==> config.mk <==
export PLATFORM = sky130hd
export DESIGN_NAME = debug_wire_link
export DESIGN_NICKNAME = d
export VERILOG_FILES = /design/src/debug_link_pkg.sv /design/src/debug_wire_link.sv /design/src/debug_word_fifo.sv
export SDC_FILE = /design/constraint.sdc
export NUM_CORES = 1
export LEC_CHECK = 0
export ABC_AREA = 1
export BUFFER_PORTS_ARGS = -buffer_cell sky130_fd_sc_hd__buf_4
export CAP_MARGIN = 10
export CELL_PAD_IN_SITES_DETAIL_PLACEMENT = 1
export CELL_PAD_IN_SITES_GLOBAL_PLACEMENT = 1
export CORE_AREA = 2 2 282 284
export DETAILED_ROUTE_END_ITERATION = 10
export DIE_AREA = 0 0 284 286
export PLACE_DENSITY_LB_ADDON = 0.15
export SYNTH_ARGS = -nofsm -noshare
export SYNTH_HDL_FRONTEND = slang
export SYNTH_SLANG_ARGS = --single-unit
==> constraint.sdc <==
create_clock -name i_clock -period 3.1 [get_ports i_clock]
set_clock_uncertainty 0.1 [all_clocks]
set_input_delay 0.31 -clock i_clock [delete_from_list [all_inputs] [get_ports i_clock]]
set_output_delay 0.31 -clock i_clock [all_outputs]
set_load 0.02 [all_outputs]
==> src/debug_link_pkg.sv <==
// constants and types shared by the single-wire debug link
package debug_link_pkg;

	// counts in debug-clock cycles; the strap delay counts bus clock cycles
	localparam logic [7:0] RX_SAMPLE    = 8'h0a;
	localparam logic [7:0] TX_ONE_PULSE = 8'h07;
	localparam logic [7:0] TX_ZERO_LOW  = 8'h0d;
	localparam logic [7:0] SYNC_MIN_LOW = 8'h80;
	localparam logic [7:0] SYNC_DELAY   = 8'h10;
	localparam logic [7:0] SYNC_LOW     = 8'h80;
	localparam logic [7:0] CNT_STEP     = 8'h01;
	localparam logic [9:0] TIMEOUT      = 10'h200;
	localparam logic [1:0] STRAP_WAIT   = 2'h3;
	localparam logic [1:0] STRAP_TAKE   = 2'h1;
	localparam logic [2:0] LAST_BIT     = 3'h7;

	// command codes handled inside the link
	localparam logic [7:0] CMD_BACKGROUND = 8'h90;
	localparam logic [7:0] CMD_WR_CONTROL = 8'hc4;
	localparam logic [7:0] CMD_RD_STATUS  = 8'he4;
	localparam logic [7:0] CMD_GO         = 8'h08;
	localparam logic [7:0] CMD_TAGGO      = 8'h18;
	localparam logic [7:0] CMD_STEP       = 8'h10;
	localparam int         NONINTR_BIT    = 7;

	// debug_status_control_reg layout
	localparam int         CTRL_EN_BIT     = 7;
	localparam int         CTRL_BG_BIT     = 6;
	localparam int         CTRL_CLKSEL_BIT = 2;
	localparam logic [7:0] CTRL_RESET      = 8'h00;

	localparam int FIFO_DEPTH = 32;

	typedef enum logic [2:0] {
		L_IDLE, L_RX, L_TX, L_WAIT_HIGH, L_SYNC_HIGH, L_SYNC_WAIT, L_SYNC_LOW, L_SYNC_PULSE
	} link_st_t;

	typedef enum logic [2:0] {PH_CMD, PH_RX, PH_TX, PH_CTRL, PH_SKIP} phase_t;

	typedef struct packed {
		logic       first;
		logic [7:0] cmd;
		logic [7:0] data;
	} rx_word_t;

	localparam int WORD_W = $bits(rx_word_t);

	typedef struct packed {
		link_st_t   st;
		phase_t     ph;
		logic [7:0] cnt;
		logic [9:0] idle;
		logic       pin_meta;
		logic       pin_sync;
		logic       pin_prev;
		logic [2:0] nbit;
		logic [7:0] sh;
		logic [7:0] tx;
		logic [7:0] cmd;
		logic [7:0] ctrl;
		logic       bg;
		logic [1:0] strap;
		logic       drv_oe;
		logic       drv_val;
		rx_word_t   push;
		logic       push_v;
		logic       wake;
		logic       go;
		logic       step;
	} link_state_t;

endpackage

==> src/debug_wire_link.sv <==
// target side of the single-wire background debug link
`timescale 1ns/10ps
module debug_wire_link (
	input  wire logic                     i_clock,
	input  wire logic                     i_rst_b,
	input  wire logic                     i_alt_tick,
	input  wire logic                     i_pin,
	output logic                          o_pin_out,
	output logic                          o_pin_oe,
	input  wire logic                     i_force_background,
	input  wire logic                     i_halt,
	input  wire logic                     i_cmd_done,
	input  wire logic                     i_tx_valid,
	input  wire logic [7:0]               i_tx_data,
	output logic                          o_tx_ready,
	output logic                          o_word_valid,
	input  wire logic                     i_word_ready,
	output debug_link_pkg::rx_word_t      o_word,
	output logic                          o_background,
	output logic                          o_wake,
	output logic                          o_go,
	output logic                          o_step,
	output logic                          o_osc_keep,
	output logic                          o_watchdog_off,
	output logic                          o_clock_select
);
	import debug_link_pkg::*;

	link_state_t s;
	link_state_t next_s;
	logic        tick;
	logic        fall;
	logic        sample;
	logic        bitv;
	logic [7:0]  byte_in;
	logic        push_ready;
	logic [WORD_W-1:0] fifo_out;

	// =========================================================
	// debug clock rate
	// alternate source arrives as a one-cycle enable from a divider
	assign tick = s.ctrl[CTRL_CLKSEL_BIT] ? i_alt_tick : 1'b1;

	// =========================================================
	// link state machine
	always_comb begin
		next_s = s;
		next_s.wake = 1'b0;
		next_s.go = 1'b0;
		next_s.step = 1'b0;
		next_s.pin_meta = i_pin;
		next_s.pin_sync = s.pin_meta;
		next_s.pin_prev = s.pin_sync;
		fall = s.pin_prev && !s.pin_sync;
		sample = 1'b0;
		bitv = s.pin_sync;
		byte_in = {s.sh[6:0], bitv};

		if (s.push_v && push_ready) begin
			next_s.push_v = 1'b0;
		end

		// pod-less pin reads high here, so the strap picks normal mode
		if (s.strap != 2'h0) begin
			next_s.strap = s.strap - 2'h1;
			if (s.strap == STRAP_TAKE) begin
				next_s.bg = !s.pin_sync;
			end
		end
		if (i_force_background) begin
			next_s.strap = STRAP_WAIT;
		end
		if (i_halt) begin
			next_s.bg = 1'b1;
		end

		if (fall) begin
			next_s.idle = '0;
		end else if (tick && s.idle != TIMEOUT) begin
			next_s.idle = s.idle + 10'h001;
		end

		unique case (s.st)
			L_IDLE: begin
				next_s.drv_oe = 1'b0;
				// only a host edge starts a bit; a pending word holds it off
				if (fall && !s.push_v) begin
					next_s.cnt = '0;
					if (s.ph == PH_TX) begin
						next_s.st = L_TX;
						next_s.drv_oe = !s.tx[7];
						next_s.drv_val = 1'b0;
					end else begin
						next_s.st = L_RX;
					end
				end else if (i_tx_valid) begin
					next_s.tx = i_tx_data;
					next_s.ph = PH_TX;
					next_s.nbit = '0;
				end else if (i_cmd_done) begin
					next_s.ph = PH_CMD;
					next_s.nbit = '0;
				end
			end
			L_RX: begin
				next_s.drv_oe = 1'b0;
				if (tick) begin
					next_s.cnt = s.cnt + CNT_STEP;
					if (s.cnt == RX_SAMPLE) begin
						sample = 1'b1;
					end else if (s.cnt > RX_SAMPLE && s.pin_sync) begin
						next_s.st = L_IDLE;
					end else if (!s.pin_sync && s.cnt == SYNC_MIN_LOW) begin
						next_s.st = L_SYNC_HIGH;
						next_s.ph = PH_CMD;
						next_s.nbit = '0;
					end
				end
			end
			L_TX: begin
				if (tick) begin
					next_s.cnt = s.cnt + CNT_STEP;
					if (s.drv_oe && s.drv_val) begin
						next_s.drv_oe = 1'b0;
						next_s.tx = {s.tx[6:0], 1'b0};
						next_s.nbit = s.nbit + 3'h1;
						next_s.st = L_WAIT_HIGH;
						if (s.nbit == LAST_BIT) begin
							next_s.ph = (s.cmd == CMD_RD_STATUS) ? PH_CMD : PH_RX;
						end
					end else if (s.tx[7] && s.cnt == TX_ONE_PULSE - CNT_STEP) begin
						next_s.drv_oe = 1'b1;
						next_s.drv_val = 1'b1;
					end else if (!s.tx[7] && s.cnt == TX_ZERO_LOW - CNT_STEP) begin
						next_s.drv_val = 1'b1;
					end
				end
			end
			L_WAIT_HIGH: begin
				if (s.pin_sync) begin
					next_s.st = L_IDLE;
				end
			end
			L_SYNC_HIGH: begin
				if (s.pin_sync) begin
					next_s.cnt = '0;
					next_s.st = L_SYNC_WAIT;
				end
			end
			L_SYNC_WAIT: begin
				// lets the host finish its own speedup pulse
				if (tick) begin
					next_s.cnt = s.cnt + CNT_STEP;
					if (s.cnt == SYNC_DELAY - CNT_STEP) begin
						next_s.cnt = '0;
						next_s.drv_oe = 1'b1;
						next_s.drv_val = 1'b0;
						next_s.st = L_SYNC_LOW;
					end
				end
			end
			L_SYNC_LOW: begin
				if (tick) begin
					next_s.cnt = s.cnt + CNT_STEP;
					if (s.cnt == SYNC_LOW - CNT_STEP) begin
						next_s.drv_val = 1'b1;
						next_s.st = L_SYNC_PULSE;
					end
				end
			end
			L_SYNC_PULSE: begin
				if (tick) begin
					next_s.drv_oe = 1'b0;
					next_s.st = L_WAIT_HIGH;
				end
			end
		endcase

		// =========================================================
		// byte assembly and command sorting
		if (sample) begin
			next_s.sh = byte_in;
			next_s.nbit = s.nbit + 3'h1;
			if (s.nbit == LAST_BIT) begin
				unique case (s.ph)
					PH_CMD: begin
						next_s.cmd = byte_in;
						next_s.nbit = '0;
						if (byte_in == CMD_BACKGROUND) begin
							next_s.wake = s.ctrl[CTRL_EN_BIT];
							next_s.bg = s.bg | s.ctrl[CTRL_EN_BIT];
						end else if (byte_in == CMD_WR_CONTROL) begin
							next_s.ph = PH_CTRL;
						end else if (byte_in == CMD_RD_STATUS) begin
							next_s.tx = s.ctrl;
							next_s.tx[CTRL_BG_BIT] = s.bg;
							next_s.ph = PH_TX;
						end else if (!byte_in[NONINTR_BIT] && !s.bg) begin
							next_s.ph = PH_SKIP;
						end else begin
							next_s.push = '{first: 1'b1, cmd: byte_in, data: 8'h00};
							next_s.push_v = 1'b1;
							next_s.ph = PH_RX;
							if (byte_in == CMD_GO || byte_in == CMD_TAGGO) begin
								next_s.go = 1'b1;
								next_s.bg = 1'b0;
							end else if (byte_in == CMD_STEP) begin
								next_s.step = 1'b1;
								next_s.bg = 1'b0;
							end
						end
					end
					PH_CTRL: begin
						next_s.ctrl = byte_in;
						next_s.ph = PH_CMD;
					end
					PH_RX: begin
						next_s.push = '{first: 1'b0, cmd: s.cmd, data: byte_in};
						next_s.push_v = 1'b1;
					end
					PH_TX, PH_SKIP: begin
					end
				endcase
			end
		end

		// idle host drops the command; memory and mode are left alone
		if (tick && s.idle == TIMEOUT - 10'h001) begin
			next_s.ph = PH_CMD;
			next_s.nbit = '0;
		end
	end

	always_ff @(posedge i_clock or negedge i_rst_b) begin
		if (!i_rst_b) begin
			s <= '{st: L_IDLE, ph: PH_CMD, cnt: '0, idle: '0, pin_meta: 1'b1,
				pin_sync: 1'b1, pin_prev: 1'b1, nbit: '0, sh: '0, tx: '0, cmd: '0,
				ctrl: CTRL_RESET, bg: 1'b0, strap: STRAP_WAIT, drv_oe: 1'b0,
				drv_val: 1'b0, push: '0, push_v: 1'b0, wake: 1'b0, go: 1'b0,
				step: 1'b0};
		end else begin
			s <= next_s;
		end
	end

	// =========================================================
	// word buffer toward the debug core
	debug_word_fifo #(
		.WIDTH (WORD_W),
		.DEPTH (FIFO_DEPTH)
	) u_fifo (
		.i_clock     (i_clock),
		.i_rst_b     (i_rst_b),
		.i_in_valid  (s.push_v),
		.o_in_ready  (push_ready),
		.i_in_data   (s.push),
		.o_out_valid (o_word_valid),
		.i_out_ready (i_word_ready),
		.o_out_data  (fifo_out)
	);

	assign o_word = rx_word_t'(fifo_out);
	assign o_pin_out = s.drv_val;
	assign o_pin_oe = s.drv_oe;
	assign o_tx_ready = (s.st == L_IDLE) && !fall;
	assign o_background = s.bg;
	assign o_wake = s.wake;
	assign o_go = s.go;
	assign o_step = s.step;
	assign o_osc_keep = s.ctrl[CTRL_EN_BIT];
	assign o_watchdog_off = s.bg;
	assign o_clock_select = s.ctrl[CTRL_CLKSEL_BIT];
endmodule

==> src/debug_word_fifo.sv <==
// word fifo between the serial link and the debug core
`timescale 1ns/10ps
module debug_word_fifo #(
	parameter int WIDTH = 17,
	parameter int DEPTH = 32
) (
	input  wire logic             i_clock,
	input  wire logic             i_rst_b,
	input  wire logic             i_in_valid,
	output logic                  o_in_ready,
	input  wire logic [WIDTH-1:0] i_in_data,
	output logic                  o_out_valid,
	input  wire logic             i_out_ready,
	output logic      [WIDTH-1:0] o_out_data
);
	localparam int AW = $clog2(DEPTH);

	typedef struct packed {
		logic [DEPTH-1:0][WIDTH-1:0] mem;
		logic [AW-1:0]               wp;
		logic [AW-1:0]               rp;
		logic [AW:0]                 cnt;
		logic [WIDTH-1:0]            out;
		logic                        out_v;
	} fifo_st_t;

	fifo_st_t s;
	fifo_st_t next_s;
	logic     push;
	logic     pop;

	// read data leave through a register; one extra word sits in it
	always_comb begin
		next_s = s;
		push = i_in_valid && (s.cnt != (AW+1)'(DEPTH));
		pop = (s.cnt != '0) && (!s.out_v || i_out_ready);
		if (push) begin
			next_s.mem[s.wp] = i_in_data;
			next_s.wp = s.wp + 1'b1;
		end
		if (pop) begin
			next_s.out = s.mem[s.rp];
			next_s.rp = s.rp + 1'b1;
			next_s.out_v = 1'b1;
		end else if (i_out_ready) begin
			next_s.out_v = 1'b0;
		end
		next_s.cnt = s.cnt + (AW+1)'(push) - (AW+1)'(pop);
	end

	always_ff @(posedge i_clock or negedge i_rst_b) begin
		if (!i_rst_b) begin
			s <= '0;
		end else begin
			s <= next_s;
		end
	end

	assign o_in_ready = (s.cnt != (AW+1)'(DEPTH));
	assign o_out_valid = s.out_v;
	assign o_out_data = s.out;
endmodule

==> flow_summary.toml, run 1 <==
[synth]
syn_inst = 3822
async_reset_ff_frac = 1.00
synth-seq-cells = 664
yosys_warnings = 0
synthFlopType = "dfrtp_1"
ys_types = 49
synth_top_area_share = 0.532
synth_edf_count = 0
syn_area_per_cell_um2 = 8.11
synth-seq-area-share = 0.536
synth.cell_area_um2 = 31000
synth_area_leader_cell = "dfrtp_1"
synth_nets = 3861
yosys-top-cells-area = "dfrtp_1, o21ai_0, nand2_1, nor2_1, nand3_1"

[final_layout]
layout_common_cells = "nand2_1, o21ai_0, dfrtp_1, nor2_1, nand3_1"
multi_input_area_um2 = 12500
area.growth.synth_to_final_pct = 13.4
final_cell_area_um2 = 35200
regArea_um2 = 16600
final_common_cell = "nand2_1"
final_nets = 3815
n_fill_cell = 9389
layout-drive-gt1-share = 0.0881

[clocking]
cts_setup_buffers = 0
htree_levels = 3
cts_sinks = 664
post_cts_resized = 0
clk_latency_ns = 0.63
cts_hold_buf = 9
clk_pin_slew_ns = 0.06
cts_buffers = 78
cts_buffer_depth = 3
tritoncts = "done"
clock-root-buffer = "clkbuf_16"

[power_and_ir_drop]
power_density_nw_per_um2 = 804
p_leak_nw = 15.8
ir_drop_v = 0.000512

[floorplan]
die_w_um = 284
core-area_um2 = 78400
start_util = 0.396
die_h_um = 286
fp-row-count = 103
ios = 45
fp.dieArea_um2 = 81200

[timing]
fin_crit_sh = 0.908
fmax_mhz = 355
fin_crit_ns = 2.81
setup_viol = 0
max_slew_margin = 0.303
tns_ns = 0
drv_slew = 0
layout_setup_ws_ns = 0.286
tightest_slew_ns = 1.04
final_hold_viol_count = 0
grt_setup_unrepaired = "no"

[placement]
numPortBuffers = 44
dpl.hpwl_mm = 62.6
dp_slack_ns = 0.525
globalplace.congestion = 0.801
place_area_um2 = 32400

[route]
ant_nets = 0
drtPass1Iterations = 5
vias = 26000
wire_per_inst_um = 20.5
wirelength_mm = 100
drtIter0Drc = 1880
drc = 0
vias_per_cell = 5.33

[worst_setup_path]
crit_buf_inv = 4
cp_max_fo = 9
cp_slowest_cell = "dfstp_2"
critPathMaxStageDelay_ns = 0.65
crit_chain = "clkinv_1 -> buf_4 -> nand2_1 -> inv_1 -> nor2_1 -> buf_4"
crit_path_end_kind = "primary output"
cpMostUsedCell = "buf_4"
cp_data_arrival_time_ns = 2.40
crit_required_ns = 2.69
worstSetupPathType = "flip-flop to primary output"
crit_family = "buffers and inverters"
start_kind = "flip-flop"

[grt]
antenna_found_initial = 2
grt_overflow = 0
grt_pass1_vias = 26900
grt_max_degree = 91
grt_pass1_wl_mm = 160
grt_use_total = 0.250

[job]
cap_violations = 0

[min_path]
hold_class = "primary input to flip-flop"

[status]
status = "finished clean"
metal layers:
layer  vias up  share of wire  global-route usage
met4         4          0.023              0.0628
met1     13000           0.47               0.349
met3       133          0.039              0.0391
met5         -        0.00031                   0
met2       424           0.46               0.409
li1      12400              -                   -
synthesized netlist by cell type (5+ instances only):
cell type	instances
a21oi_1	55
buf_1	7
buf_2	75
buf_4	36
clkbuf_1	173
clkinv_1	7
dfrtp_1	659
dfstp_2	5
ha_1	21
inv_1	122
inv_2	10
nand2_1	963
nand3_1	179
nand4_1	20
nor2_1	463
nor3_1	8
o211ai_1	71
o21ai_0	843
o21ai_1	15
o31ai_1	6
or2_2	19
xor2_1	20
through the flow:
step,hold WS [ns],utilization,std cells,power [mW]
after detailed placement,0.178,0.414,4737,18.9
after floorplan,-0.0856,-,3822,15.4
after global placement,0.176,0.414,4737,18.8
after global routing,0.0899,0.449,4885,29.9
after CTS,0.00362,0.449,4885,28.5
final,0.0326,0.449,4886,28.3
final timing paths:
path,to,slack [ns],cells after the start,from
max,o_tx_ready,0.29,6,bitv
min,s[43],0.03,5,i_tx_data[1]
max reg2reg,u_fifo.s[22],0.56,10,u_fifo.s[20]
min reg2reg,bitv,0.26,0,next_s[62]
max in group asynchronous,u_fifo.s[132],1.84,3,i_rst_b
min in group asynchronous,u_fifo.s[571],0.12,2,i_rst_b
worst min-delay path, stage by stage:
cell and delay [ns]:
buf_4 0.08, o21ai_0 0.07, a21oi_1 0.11, o21ai_0 0.09
nand2_1 0.06
power by group:
group	internal (mW)	switching [mW]
logic	2.89	6.45
clock network	5.73	3.79
registers	9.00	0.390
total	17.6	10.6
flip-flops by register name, summed over array words and instances, names as in the netlist, 7 cells and up:
register,flops
s,69
byte_in,7
u_fifo.o_out_data,17
u_fifo.s,560
cell families (layout without fill, tap and decap cells):
kind of cell	after synthesis	after routing	synth area share
and+or+nand+nor	1681	1681	0.220
xor gates and xnor gates	21	21	0.00593
adders and majority gates	22	22	0.00912
DFF	664	664	0.536
muxes	1	1	0.000323
AOI/OAI and AO/OA	1000	1000	0.168
other	0	1	0
buffers and inverters	433	446	0.0603
final cells by class:
class	count	share of cell area
sequential	664	0.473
multi-input combinational	2725	0.356
clock buffer	123	0.0684
timing repair buffer	166	0.0434
tap	1050	0.0374
inverter	141	0.0154
clock inverter	16	0.00658
antenna	1	0.0000712
Note: power is estimated with default switching activity, not from simulation.
==> inputs of run 2 (changes only) <==
Settings changed: ABC_AREA 1 to 0, PLACE_DENSITY from default to 0.61, PLACE_DENSITY_LB_ADDON 0.15 to default.
==> flow_summary.toml, run 2 <==
[clocking]
cts_buffers = 76
cts_buffer_depth = 3
cts_sinks = 664
post_cts_resized = 0
htree_levels = 3
tritoncts = "done"
clk_pin_slew_ns = 0.06
clock-root-buffer = "clkbuf_16"
clk_latency_ns = 0.63

[power_and_ir_drop]
ir_drop_v = 0.000446
total_power_mw = 24.5
p_seq_frac = 0.386
clkPwrFrac = 0.359
power_density_nw_per_um2 = 690
comb_power_share = 0.255
p_int_mw = 16.7
p_leak_nw = 17.7
p_sw_mw = 7.85
switching_share = 0.320

[timing]
fmax_mhz = 344
tns_ns = 0
final_hold_viol_count = 0
tightest_slew_ns = 1.16
drv_slew = 0
grt_setup_unrepaired = "no"
layout_setup_ws_ns = 0.190
max_slew_margin = 0.229
timing.hold.ws_ns = 0.0961
fin_crit_sh = 0.939
fin_crit_ns = 2.91
setup_viol = 0

[route]
ant_nets = 0
drtIter0Drc = 965
met2WireLength_mm = 42.6
vias = 19700
wirelength_mm = 83.6
wire_per_inst_um = 23.7
drc = 0
met3RoutedLength_mm = 1.90
routed.top_layer = "met5"
drtPass1Iterations = 5
vias_per_cell = 5.58
met1_length_mm = 37.3

[floorplan]
start_util = 0.395
die_w_um = 284
fp.dieArea_um2 = 81200
die_h_um = 286
fp-row-count = 103
core-area_um2 = 78400
ios = 45

[grt]
grt_overflow = 0
antenna_found_initial = 1
grt_pass1_wl_mm = 131
grt_max_degree = 86
grt_use_total = 0.208
grt_pass1_vias = 21500

[synth]
synth_top_family_by_area = "multiplexers"
yosys.area_share.simple = 0.0549
async_reset_ff_frac = 1.00
syn_area_per_cell_um2 = 13.1
synth-seq-cells = 664
syn_inst = 2367
synth-seq-area-share = 0.537
synthAdderAreaFrac = 0.00978
ys_types = 72
synthMuxAreaShare = 0.296
synth_area_leader_cell = "dfrtp_1"
ys_top_cells_by_count = "dfrtp_1, mux2_2, mux2i_1"
synth_compound_area_frac = 0.0661
synth_xor_xnor_area_share = 0.00594
synth_nets = 2406
synthFlopType = "dfrtp_1"
yosys-top-cells-area = "dfrtp_1, mux2_2, mux2i_1, a22oi_1, clkbuf_1"
synth_edf_count = 0
yosys_warnings = 0
synth_top_area_share = 0.533
synth.cell_area_um2 = 31000
yosysMostFrequentCell = "dfrtp_1"

[worst_setup_path]
worstSetupPathType = "flip-flop to flip-flop"
crit_path_end_kind = "flip-flop"
cp_max_fo = 17
crit_family = "simple AND/OR/NAND/NOR gates"
start_kind = "flip-flop"
cpMostUsedCell = "buf_4"
cp.depth = 9
cp_slowest_cell = "nor4bb_1"
crit_buf_inv = 3
cp_data_arrival_time_ns = 3.30
crit_required_ns = 3.49
crit_chain = "inv_1 -> ha_1 -> nor4bb_1 -> nor2b_1 -> buf_4 -> and2_1 -> nand2_1 -> buf_4 -> mux2_2"
critPathMaxStageDelay_ns = 0.47
r2r_cells = 9

[final_layout]
final_cell_area_um2 = 35600
top_register = "u_fifo.s"
area.growth.synth_to_final_pct = 14.9
final_nets = 2460
layout-drive-gt1-share = 0.357
n_fill_cell = 7979
insertedDiodeCount = 0
layout_common_cells = "dfrtp_1, mux2_2, mux2i_1, buf_4, a22oi_1"
final_common_cell = "dfrtp_1"
largest_register_ffs = 560

[placement]
place_area_um2 = 33000
numPortBuffers = 44
globalplace.congestion = 0.786
dp_slack_ns = 0.218
dpl.hpwl_mm = 53.7

[job]
cap_violations = 0

[min_path]
hold_path_depth = 5
hold_class = "primary input to flip-flop"

[status]
status = "finished clean"
-- run 2: changes by cell type in the layout (fill, tap and decap cells not counted), sizes merged, moves of 19 or more --
cell    previous run  this run
nand2            970        98
o21ai            859        19
mux2               0       569
nor2             472        44
mux2i              1       276
nand3            182        15
a22oi              1       137
inv              135        31
o211ai            71         3
a21oi             56        29
nand4             21        40
-- run 2: power by group through the flow --
| stage | combinational (mW) | clock, mW | sequential, mW |
|---|---|---|---|
| after floorplan | 4.08 | 0 | 9.34 |
| after global routing | 6.77 | 9.42 | 9.53 |
| final | 6.26 | 8.82 | 9.47 |
| after CTS | 6.35 | 9.09 | 9.48 |
| after detailed placement | 6.32 | 0 | 9.64 |
| after global placement | 6.22 | 0 | 9.62 |
-- run 2: worst paths after layout --
check | endpoint | slack, ns | from
worst max register to register | u_fifo.s[434] | 0.19 | u_fifo.s[20]
worst min-delay path | s[83] | 0.1 | i_tx_valid
max in group asynchronous | u_fifo.s[247] | 1.84 | i_rst_b
worst max-delay path | u_fifo.s[434] | 0.19 | u_fifo.s[20]
worst min register to register | bitv | 0.26 | next_s[62]
min in group asynchronous | o_pin_out | 0.14 | i_rst_b
-- run 2: logic make-up (layout without fill, tap and decap cells) --
kind of cell / after synthesis / after routing
XOR/XNOR: 21 / 21
AO/OA/AOI/OAI: 279 / 279
flip-flops: 664 / 664
buffers and inverters: 223 / 335
AND/OR/NAND/NOR: 311 / 311
adder cells (fa/ha/maj): 24 / 24
multiplexers: 845 / 845
-- run 2: stage by stage --
step,instances,utilization
2_1_floorplan,2367,-
3_3_place_gp,3380,0.421
3_5_place_dp,3380,0.421
4_1_cts,3529,0.454
5_1_grt,3529,0.454
6_report,3529,0.454
-- run 2: area by class of cell --
type | count | area (um2) | area share
sequential | 664 | 16600 | 0.467
multi-input combinational | 1480 | 13500 | 0.380
clock buffer | 116 | 2330 | 0.0656
timing repair buffer | 173 | 1560 | 0.0440
tap | 1050 | 1310 | 0.0369
clock inverter | 20 | 135 | 0.00380
inverter | 26 | 97.6 | 0.00274
-- run 2: repair_timing --
action / CTS / global route
endpoints found under the hold margin: 69 / 0
hold buffers: 13 / 0
buffers inserted: 0 / 0
-- run 2: per-layer routing --
layer | up-vias | GRT usage
met5 | - | 0
li1 | 8790 | -
met3 | 122 | 0.0278
met1 | 10500 | 0.268
met2 | 230 | 0.369
met4 | 2 | 0.0517
-- run 2: worst reg2reg max path: stages, from the launching register on --
cell,delay [ns]
dfrtp_1,0.39
inv_1,0.09
ha_1,0.19
nor4bb_1,0.47
nor2b_1,0.21
buf_4,0.20
and2_1,0.28
nand2_1,0.15
buf_4,0.32
mux2_2,0.40
